--- src/thermo_port_defines.vh ---
`ifndef THERMO_PORT_DEFINES_VH
`define THERMO_PORT_DEFINES_VH

// Register pointers after address decode.
`define ADDR_CONFIG 2'h0
`define ADDR_TEMP_LO 2'h1
`define ADDR_TEMP_HI 2'h2
`define ADDR_NONE 2'h3

// Address byte fields.
`define ADDR_DIR_BIT 7
`define ADDR_HI_MSB 6
`define ADDR_HI_LSB 2

// Configuration byte fields.
`define CFG_SD_BIT 0
`define CFG_RES_LSB 1
`define CFG_RES_MSB 3
`define CFG_ONE_BIT 4
`define CFG_TOP_ONES 3'h7

// Configuration reset values.
`define CFG_SD_RST 1'b1
`define CFG_RES_RST 3'h1
`define CFG_ONE_RST 1'b0

// Resolution codes.
`define RES_8 3'h0
`define RES_9 3'h1
`define RES_10 3'h2
`define RES_11 3'h3

// Result masks per resolution.
`define MASK_8 16'hff00
`define MASK_9 16'hff80
`define MASK_10 16'hffc0
`define MASK_11 16'hffe0
`define MASK_12 16'hfff0

// Longest conversion times in microseconds and the clock rate.
`define CONV8_US 75000
`define CONV9_US 150000
`define CONV10_US 300000
`define CONV11_US 600000
`define CONV12_US 1200000
`define CLK_MHZ 100

`endif

--- src/thermometer_serial_register_port.v ---
`timescale 1ns/10ps
`include "thermo_port_defines.vh"

// What this block does
// - Results two's complement, unused low bits zero
// - Decode 00h read, 80h write, 01h/02h read-only
// - Config: shutdown, resolution, one-shot, top ones
// - Config loads defaults at power-up
// - One-shot in shutdown converts once, then clears
// - One-shot writes ignored in continuous mode
// - Resolution codes select bits and conversion time
// - Resolution defaults to nine bits
// - Continuous mode keeps latest completed result
// - Shutdown finishes current conversion; port stays active
// - Shutdown bit read/write, powers up set
// - Strap high four-wire, low three-wire
// - Gate low resets transfer, output released
// - Clock level at gate rise is idle
// - Strobe edge captures, shift edge drives
// - One clock per bit, four-wire bytes MSB first
// - Three-wire mode moves bytes LSB first
// - Output released until data byte ready
// - First byte is address; top bit direction
// - Pointer advances per byte, wraps to config
// - Three-wire samples rising, drives falling
// - Three-wire shares one tied data line
module thermometer_serial_register_port #(
  parameter CONV8_CYC = `CONV8_US * `CLK_MHZ,
  parameter CONV9_CYC = `CONV9_US * `CLK_MHZ,
  parameter CONV10_CYC = `CONV10_US * `CLK_MHZ,
  parameter CONV11_CYC = `CONV11_US * `CLK_MHZ,
  parameter CONV12_CYC = `CONV12_US * `CLK_MHZ
) (
  input wire mclk,
  input wire rst,
  input wire ce,
  input wire sclk,
  input wire serial_in_line,
  input wire link_kind_strap,
  input wire [11:0] sensor_code,
  output reg serial_out_line_r,
  output reg serial_out_oe_n_r,
  output reg converting_r,
  output reg result_stored_r
);

  localparam CONV_IDLE = 1'b0;
  localparam CONV_BUSY = 1'b1;

  // ----------------------------------------------------------------
  // Pin synchronisers
  // ----------------------------------------------------------------
  reg [3:0] sync1_r;
  reg [3:0] sync2_r;
  reg ce_d_r;
  reg sclk_d_r;

  // Each pin reaches the logic two clocks late and the output answers one clock later, so every
  // half period of the serial clock must last longer than three system clocks or read bits reach the master late.
  always @(posedge mclk or posedge rst) begin
    if (rst) begin
      sync1_r <= 4'h0;
      sync2_r <= 4'h0;
      ce_d_r <= 1'b0;
      sclk_d_r <= 1'b0;
    end else begin
      sync1_r <= {link_kind_strap, serial_in_line, sclk, ce};
      sync2_r <= sync1_r;
      ce_d_r <= sync2_r[0];
      sclk_d_r <= sync2_r[1];
    end
  end

  wire ce_q = sync2_r[0];
  wire sclk_q = sync2_r[1];
  wire sdi_q = sync2_r[2];
  wire strap_q = sync2_r[3];

  // ----------------------------------------------------------------
  // Register file
  // ----------------------------------------------------------------
  reg sd_r;
  reg [2:0] res_r;
  reg one_r;
  reg [7:0] temp_lo_r;
  reg [7:0] temp_hi_r;

  // Unmapped pointers read as zero, and a burst started there wraps to the configuration byte.
  function [7:0] reg_read;
    input [1:0] a;
    begin
      case (a)
        `ADDR_CONFIG: reg_read = {`CFG_TOP_ONES, one_r, res_r, sd_r};
        `ADDR_TEMP_LO: reg_read = temp_lo_r;
        `ADDR_TEMP_HI: reg_read = temp_hi_r;
        default: reg_read = 8'h00;
      endcase
    end
  endfunction

  // ----------------------------------------------------------------
  // Serial transfer
  // ----------------------------------------------------------------
  // The strap is latched at each gate rise, so a change of link kind between transfers takes
  // effect at the next one and can never split a byte.
  reg idle_pol_r;
  reg spi_r;
  reg [2:0] bit_cnt_r;
  reg [7:0] rx_sr_r;
  reg have_addr_r;
  reg dir_wr_r;
  reg [1:0] ptr_r;
  reg [7:0] tx_sr_r;
  reg tx_arm_r;

  // Edges inside the gate only; the edge seen with the gate rise is
  // taken as the idle level, not as a bit.
  wire ce_rise = ce_q & ~ce_d_r;
  wire clk_edge = ce_q & ce_d_r & (sclk_q ^ sclk_d_r);
  wire strobe = clk_edge & (spi_r ? (sclk_q == idle_pol_r) : sclk_q);
  wire shift = clk_edge & (spi_r ? (sclk_q != idle_pol_r) : ~sclk_q);

  wire [7:0] rx_next = spi_r ? {rx_sr_r[6:0], sdi_q} : {sdi_q, rx_sr_r[7:1]};
  wire byte_done = strobe & (bit_cnt_r == 3'h7);
  wire addr_hit = (rx_next[`ADDR_HI_MSB:`ADDR_HI_LSB] == 5'h00) && (rx_next[1:0] != `ADDR_NONE);
  wire [1:0] addr_ptr = addr_hit ? rx_next[1:0] : `ADDR_NONE;
  wire [1:0] ptr_next = (ptr_r >= `ADDR_TEMP_HI) ? `ADDR_CONFIG : ptr_r + 2'h1;
  // Write data only ever lands in the configuration byte; the temperature bytes have no write
  // path, so a write aimed at them costs nothing but the pointer step.
  wire cfg_wr = byte_done & have_addr_r & dir_wr_r & (ptr_r == `ADDR_CONFIG);

  always @(posedge mclk or posedge rst) begin
    if (rst) begin
      idle_pol_r <= 1'b0;
      spi_r <= 1'b0;
      bit_cnt_r <= 3'h0;
      rx_sr_r <= 8'h00;
      have_addr_r <= 1'b0;
      dir_wr_r <= 1'b0;
      ptr_r <= `ADDR_CONFIG;
      tx_sr_r <= 8'h00;
      tx_arm_r <= 1'b0;
      serial_out_line_r <= 1'b0;
      serial_out_oe_n_r <= 1'b1;
    end else if (!ce_q) begin
      // A byte cut short by the gate falling is dropped here; the next transfer starts afresh
      // with a new address byte.
      bit_cnt_r <= 3'h0;
      have_addr_r <= 1'b0;
      dir_wr_r <= 1'b0;
      tx_arm_r <= 1'b0;
      serial_out_oe_n_r <= 1'b1;
    end else begin
      if (ce_rise) begin
        idle_pol_r <= sclk_q;
        spi_r <= strap_q;
        bit_cnt_r <= 3'h0;
        have_addr_r <= 1'b0;
      end
      if (strobe) begin
        rx_sr_r <= rx_next;
        bit_cnt_r <= bit_cnt_r + 3'h1;
      end
      // The read byte is captured on the last strobe of the byte before it, so a result stored
      // while a byte is shifting out is seen only from the next byte on.
      if (byte_done) begin
        if (!have_addr_r) begin
          have_addr_r <= 1'b1;
          dir_wr_r <= rx_next[`ADDR_DIR_BIT];
          ptr_r <= addr_ptr;
          if (!rx_next[`ADDR_DIR_BIT]) begin
            tx_sr_r <= reg_read(addr_ptr);
            tx_arm_r <= 1'b1;
          end
        end else begin
          ptr_r <= ptr_next;
          if (!dir_wr_r) begin
            tx_sr_r <= reg_read(ptr_next);
          end
        end
      end
      // The output stays released until a whole byte sits in the shifter.
      if (shift && tx_arm_r) begin
        serial_out_line_r <= spi_r ? tx_sr_r[7] : tx_sr_r[0];
        tx_sr_r <= spi_r ? {tx_sr_r[6:0], 1'b0} : {1'b0, tx_sr_r[7:1]};
        serial_out_oe_n_r <= 1'b0;
      end
    end
  end

  // ----------------------------------------------------------------
  // Configuration register
  // ----------------------------------------------------------------
  // One down-counter serves every resolution; it is wide enough for the longest conversion at
  // this clock rate, which is the price of keeping the times exact rather than prescaled.
  reg conv_state_r;
  reg [31:0] conv_cnt_r;
  reg conv_one_r;
  reg [2:0] conv_res_r;
  wire conv_fin = (conv_state_r == CONV_BUSY) && (conv_cnt_r == 32'h0);
  // The request is judged against the shutdown bit held before this same write, so a write
  // that sets both bits together starts a conversion only if the device was already shut
  // down; in continuous mode the request would be meaningless.
  wire one_set = cfg_wr & sd_r & rx_next[`CFG_ONE_BIT];

  always @(posedge mclk or posedge rst) begin
    if (rst) begin
      sd_r <= `CFG_SD_RST;
      res_r <= `CFG_RES_RST;
      one_r <= `CFG_ONE_RST;
    end else begin
      if (cfg_wr) begin
        sd_r <= rx_next[`CFG_SD_BIT];
        res_r <= rx_next[`CFG_RES_MSB:`CFG_RES_LSB];
      end
      // A request landing on the completion cycle survives the clear.
      if (one_set) begin
        one_r <= 1'b1;
      end else if (conv_fin && conv_one_r) begin
        one_r <= 1'b0;
      end
    end
  end

  // ----------------------------------------------------------------
  // Conversion sequencer
  // ----------------------------------------------------------------
  reg [31:0] lim_sel;
  reg [15:0] res_mask;

  // The resolution is latched when a conversion starts, so a change made while one runs
  // applies only to the next result.

  always @* begin
    case (res_r)
      `RES_8: lim_sel = CONV8_CYC;
      `RES_9: lim_sel = CONV9_CYC;
      `RES_10: lim_sel = CONV10_CYC;
      `RES_11: lim_sel = CONV11_CYC;
      default: lim_sel = CONV12_CYC;
    endcase
  end

  always @* begin
    case (conv_res_r)
      `RES_8: res_mask = `MASK_8;
      `RES_9: res_mask = `MASK_9;
      `RES_10: res_mask = `MASK_10;
      `RES_11: res_mask = `MASK_11;
      default: res_mask = `MASK_12;
    endcase
  end

  // The sensor code is already two's complement in sixteenths; it is
  // left-aligned so the sign lands in the top bit of the high byte.
  wire [15:0] result = {sensor_code, 4'h0} & res_mask;

  always @(posedge mclk or posedge rst) begin
    if (rst) begin
      conv_state_r <= CONV_IDLE;
      conv_cnt_r <= 32'h0;
      conv_one_r <= 1'b0;
      conv_res_r <= `CFG_RES_RST;
      temp_lo_r <= 8'h00;
      temp_hi_r <= 8'h00;
      converting_r <= 1'b0;
      result_stored_r <= 1'b0;
    end else begin
      result_stored_r <= 1'b0;
      case (conv_state_r)
        CONV_IDLE: begin
          if (!sd_r || one_r) begin
            conv_state_r <= CONV_BUSY;
            conv_cnt_r <= lim_sel - 32'h1;
            conv_res_r <= res_r;
            conv_one_r <= sd_r;
            converting_r <= 1'b1;
          end
        end
        CONV_BUSY: begin
          // Shutdown set mid-conversion does not abort it.
          if (conv_cnt_r == 32'h0) begin
            temp_lo_r <= result[7:0];
            temp_hi_r <= result[15:8];
            result_stored_r <= 1'b1;
            conv_state_r <= CONV_IDLE;
            converting_r <= 1'b0;
          end else begin
            conv_cnt_r <= conv_cnt_r - 32'h1;
          end
        end
        default: begin
          conv_state_r <= CONV_IDLE;
          converting_r <= 1'b0;
        end
      endcase
    end
  end

endmodule // thermometer_serial_register_port

--- config.mk ---
export PLATFORM = sky130hd
export DESIGN_NAME = thermometer_serial_register_port
export DESIGN_NICKNAME = d
export VERILOG_FILES = /design/src/thermometer_serial_register_port.v
export VERILOG_INCLUDE_DIRS = /design/src
export SDC_FILE = /design/constraint.sdc
export NUM_CORES = 1
export LEC_CHECK = 0
export ABC_CLOCK_PERIOD_IN_PS = 3400
export BUFFER_PORTS_ARGS = -buffer_cell sky130_fd_sc_hd__buf_2
export CAP_MARGIN = 20
export CORE_UTILIZATION = 40
export DETAILED_ROUTE_END_ITERATION = 10
export SLEW_MARGIN = 20
export SYNTH_ARGS = -nofsm -noshare
export SYNTH_HDL_FRONTEND = slang
export SYNTH_SLANG_ARGS = --single-unit
--- constraint.sdc ---
create_clock -name mclk -period 3.4 [get_ports mclk]
set_input_delay 0.34 -clock mclk [delete_from_list [all_inputs] [get_ports mclk]]
set_output_delay 0.34 -clock mclk [all_outputs]
set_load 0.05 [all_outputs]
==> metrics.cfg, run 1 <==
[logic_synthesis]
syn_area_um2 = 5249
synth_edf_count = 0
yosys.area.top_type_share_pct = 42.91
yosysSeqAreaShare_pct = 44.91
netlist_instances = 563
synth_area_leader_cell = dfrtp_1
ys_top_cells_by_area = dfrtp_1 (43%), nand2_1 (6.4%), mux2i_1 (4.6%)
synth_ff_type = dfrtp_1
postSynthAreaPerCell_um2 = 9.323
postSynth.asyncResetShare_pct = 100.0
yosysUniqueCellTypes = 75
ys_ff_latch = 94
syn-num-nets = 584
yosys_warnings = 0

[final_layout]
final_cells = 750
antenna_cells = 0
fin_nets = 594
mostFrequentLayoutCells = dfrtp_1 (90), nand2_1 (89), o21ai_0 (39)
layout-drive-gt1-share_pct = 16.09
final-seq-area_um2 = 2357
multi_input_area_um2 = 2674
area_delta_synth_final_pct = 10.94
layout_commonest_cell = dfrtp_1
fill_cells = 1235

[critical_path]
crit_arrival_ns = 2.97
path_max_fanout = 30
end_kind = flop
path_class = reg2reg
r2r-start = conv_cnt_r[27]
crit_start = conv_cnt_r[27]
reg2reg_setup_slack_ns = 0.68
crit_required_ns = 3.64
startpoint_type = flop

[sta]
fin_crit_ns = 2.724
finalWorstSetupSlack_ns = 0.6757
grt_setup_unrepaired = false
max_freq_mhz = 367.1
setup_tns_ns = 0
setup_viol = 0
maxSlewHeadroom_pct = 28.71
hold_violations = 0
finalCritPeriodShare_pct = 80.13
worst_pin_slew_ns = 1.065
skew_ns = 0.006066
drv_slew = 0

[detailed_routing]
postRouteAntennaNets = 0
viasPerCell = 5.901
drt-initial-drc-count = 418
drc = 0
dr.pass1.iters = 5
wl_per_cell_um = 17.41
vias = 4426
routed_wl_um = 13060

[place]
dpl.hpwl_um = 8844
preCtsSetupSlack_ns = 0.7286
portBuffers = 21
gp_routability_congestion = 0.8802
dp_cells = 734

[grt]
grt_overflow = 0
antenna_found_initial = 0
track_usage_pct = 20.55
grt_pass1_wl_um = 21310
grt_max_degree = 95
grt_pass1_vias = 3970

[floorplan]
io_pins = 22
initial_utilization_pct = 41.26
core_area_um2 = 12720
die_h_um = 116.6
die_area_um2 = 13580
rows = 41
die_w_um = 116.6

[clocking]
cts_buffer_depth = 2
cts_max_level = 3
insertion_delay_ns = 0.35
cts_setup_buffers = 0
cts-resized-gates = 0
cts.hold.buffers_added = 0
numClockSinks = 94
cts.clk_slew.worst_paths_ns = 0.07
root_buffer = clkbuf_16
cts_buffers = 9
cts_tree = yes

[pwr]
peakVddDrop_mv = 0.2359
total_power_mw = 2.532
p_per_area_nw_per_um2 = 434.8
p_leak_nw = 2.453

[worst_hold_path]
hp-class = in2reg
hp-start = link_kind_strap

[job]
drv_cap = 0

[status]
status = complete, no violations

## registers in the layout, indices dropped and copies added (netlist names), 4 cells and up
register / count
tx_sr_r: 8
sync2_r: 4
rx_sr_r: 8
temp_lo_r: 4
sync1_r: 4
temp_hi_r: 8
conv_cnt_r: 32
## Yosys cell counts (4+ instances only)
cell       n
a22o_1     8
nand4_1    4
nand2_1   89
o22ai_1    5
nand3_1   13
nor2_1    30
inv_1     14
and2_1     4
a31oi_1   12
clkbuf_1  22
xnor2_1    4
dfstp_2    4
o311ai_0   4
nor3_1    14
or3_1      7
o31ai_1    7
mux2i_1   24
o41ai_1    6
buf_2     11
nand2b_1   6
mux2_2    13
o21ai_0   39
dfrtp_1   90
nor2b_1    5
o211ai_1   4
a21oi_1   35
nor4_1    10
## final timing paths
check	endpoint	depth (start not counted)
max	conv_cnt_r[8]	6
max reg2reg	conv_cnt_r[8]	6
min in group asynchronous	sync1_r[0]	3
min reg2reg	sync2_r[2]	0
max in group asynchronous	conv_res_r[0]	3
min	sync1_r[3]	1
## cells by family (layout without fill, tap and decap cells)
logic type | after synthesis | after routing | share of synthesized area [%]
flops | 94 | 94 | 44.91
mux | 38 | 38 | 7.652
fa+ha+maj | 3 | 3 | 0.7152
xor+xnor | 4 | 4 | 0.6674
buf+inv | 52 | 67 | 4.338
compound gates | 164 | 164 | 21.22
simple gates | 208 | 208 | 20.50
## layer usage
layer  share of wire (%)  GRT usage (%)  up-vias
li1                    -              -     2109
met2                  44          29.86      157
met3                 5.7          3.581       36
met1                  48          29.36     2124
met5                   0              0        -
met4                 2.8          10.21        0
## layout make-up
class	instances	share of cell area, %
inverter	15	1.010
clock buffer	9	3.868
multi-input combinational	417	45.92
tap	172	3.696
sequential	94	40.48
clock inverter	7	1.074
timing repair buffer	36	3.954
## critical path, stage by stage, from the launching register on
cell	delay [ns]
dfrtp_1	0.41
nor4_1	0.52
nand4_1	0.28
or4_4	0.75
nand2_1	0.18
inv_2	0.15
mux2_4	0.32
## per-stage QoR
| step | hold WS, ns | instance area (um2) | utilization [%] |
|---|---|---|---|
| detailed placement | 0.3347 | 5532 | 43.48 |
| global route | 0.07221 | 5823 | 45.77 |
| finish | 0.08474 | 5823 | 45.77 |
| floorplan | 0.3312 | 5249 | - |
| global placement | 0.3327 | 5532 | 43.48 |
| CTS | 0.07085 | 5819 | 45.74 |
## power breakdown
part           internal (mW)  switching (mW)
clock network          0.511           0.471
registers               1.17          0.0533
logic                  0.147           0.179
No activity file was read; power rests on OpenSTA's default activity.
==> run 2, diff against run 1 <==
Settings changed: ABC_CLOCK_PERIOD_IN_PS 3400 to 2400.
Clock period 3.4 ns to 2.4 ns, I/O delays scaled along.
==> metrics.cfg, run 2 (synthesis results as in run 1) <==
[detailed_routing]
drc = 0
vias = 4555
viasPerCell = 5.832
routed_wl_um = 13480
postRouteAntennaNets = 0
drt-initial-drc-count = 459
wl_per_cell_um = 17.26
dr.pass1.iters = 8

[place]
preCtsSetupSlack_ns = 0.1243
portBuffers = 21
dpl.hpwl_um = 9697
gp_routability_congestion = 0.8934

[job]
drv_cap = 0

[sta]
finalCritPeriodShare_pct = 96.45
finalWorstSetupSlack_ns = 0.08532
setup_viol = 0
maxSlewHeadroom_pct = 37.58
drv_slew = 0
worst_pin_slew_ns = 0.9328
max_freq_mhz = 432.0
grt_setup_unrepaired = false
fin_crit_ns = 2.315
hold_violations = 0
skew_ns = 0.005953

[status]
status = complete, no violations

[final_layout]
fin_nets = 625
top_register = conv_cnt_r
layout-drive-gt1-share_pct = 19.54
antenna_cells = 0
mostFrequentLayoutCells = dfrtp_1 (90), nand2_1 (89), buf_4 (40)
layout_commonest_cell = dfrtp_1
area_delta_synth_final_pct = 15.47
largest_reg_flops = 32
utilization_pct = 47.64

[critical_path]
crit_required_ns = 2.68
r2r-end = temp_lo_r[7]
path_class = reg2reg
reg2reg_setup_slack_ns = 0.09
path_max_fanout = 18
r2r_cells = 7
r2r-start = conv_cnt_r[3]
crit_arrival_ns = 2.60
crit_start = conv_cnt_r[3]
end_kind = flop
endpoint = temp_lo_r[7]
startpoint_type = flop

[floorplan]
core_area_um2 = 12720
die_w_um = 116.6
die_h_um = 116.6
io_pins = 22
rows = 41
die_area_um2 = 13580
initial_utilization_pct = 41.26

[clocking]
numClockSinks = 94
cts_tree = yes
cts_setup_buffers = 0
insertion_delay_ns = 0.35
cts.clk_slew.worst_paths_ns = 0.06
root_buffer = clkbuf_16
cts_max_level = 3
cts_buffer_depth = 2
cts_buffers = 9

[pwr]
p_per_area_nw_per_um2 = 585.8
p_leak_nw = 2.588
peakVddDrop_mv = 0.3338

[grt]
grt_pass1_wl_um = 22240
grt_max_degree = 32
track_usage_pct = 21.32
antenna_found_initial = 0
grt_overflow = 0
grt_pass1_vias = 4280

[worst_hold_path]
hp-class = in2reg

-- run 2: cell types whose count changed in the layout (fill, tap and decap cells not counted), sizes merged --
cell and delta:
inv -4, buf +26, clkbuf +2, clkinvlp +1, dlygate4sd3 +5, clkinv +1
-- run 2: timing repair --
| action | CTS | global route |
|---|---|---|
| endpoints found under the setup margin | 0 | 3 |
| hold buffers | 5 | 0 |
| hold endpoints to repair | 19 | 0 |
| resized for setup | 0 | 3 |
-- run 2: worst min-delay path by stage --
stage / depth (start not counted) / from / slack [ns] / to
6_report: 3 / sensor_code[10] / 0.09 / temp_hi_r[6]
5_1_grt: 3 / sensor_code[10] / 0.11 / temp_hi_r[6]
4_1_cts: 3 / sensor_code[10] / 0.08 / temp_hi_r[6]
3_5_place_dp: 2 / rst / 0.29 / rx_sr_r[7]
3_3_place_gp: 2 / rst / 0.29 / sync2_r[2]
2_1_floorplan: 0 / ce / 0.27 / sync1_r[0]
-- run 2: per-stage QoR --
| stage | hold WS (ns) | cell area (um2) | TNS [ns] | power [mW] | instances |
|---|---|---|---|---|---|
| 4_1_cts | 0.08394 | 6046 | 0 | 3.588 | 781 |
| 6_report | 0.09322 | 6061 | 0 | 3.551 | 781 |
| 5_1_grt | 0.1088 | 6061 | 0 | 3.716 | 781 |
| 2_1_floorplan | 0.2714 | 5256 | -0.2019 | 2.097 | 563 |
| 3_3_place_gp | 0.2851 | 5728 | 0 | 2.234 | 760 |
| 3_5_place_dp | 0.2928 | 5728 | 0 | 2.257 | 760 |
-- run 2: area by class of cell --
class	count	area, um2
Fill cell	1231	6661
Multi-Input combinational cell	417	2685
Sequential cell	94	2357
Timing Repair Buffer	67	475.5
Clock buffer	11	232.7
Tap cell	172	215.2
Inverter	15	60.06
Clock inverter	5	35.03
-- run 2: worst max-delay path, stage by stage (launching register included) --
cell      delay, ns
dfrtp_1        0.46
nor3_4         0.35
nand4b_4       0.14
buf_4          0.20
nor4_2         0.38
buf_4          0.32
o311ai_0       0.27
nand2_1        0.13
-- run 2: power breakdown --
group / internal [mW] / switching [mW] / total, mW
logic: 0.228 / 0.268 / 0.496
registers: 1.66 / 0.0820 / 1.74
clock network: 0.705 / 0.609 / 1.31
total: 2.59 / 0.959 / 3.55
-- run 2: metal layers --
metal	up-vias	part of all wire, %	global-route usage [%]
met2	161	44	32.11
li1	2167	-	-
met5	-	0	0
met4	0	1.8	8.776
met3	19	6.4	3.114
met1	2208	48	30.61
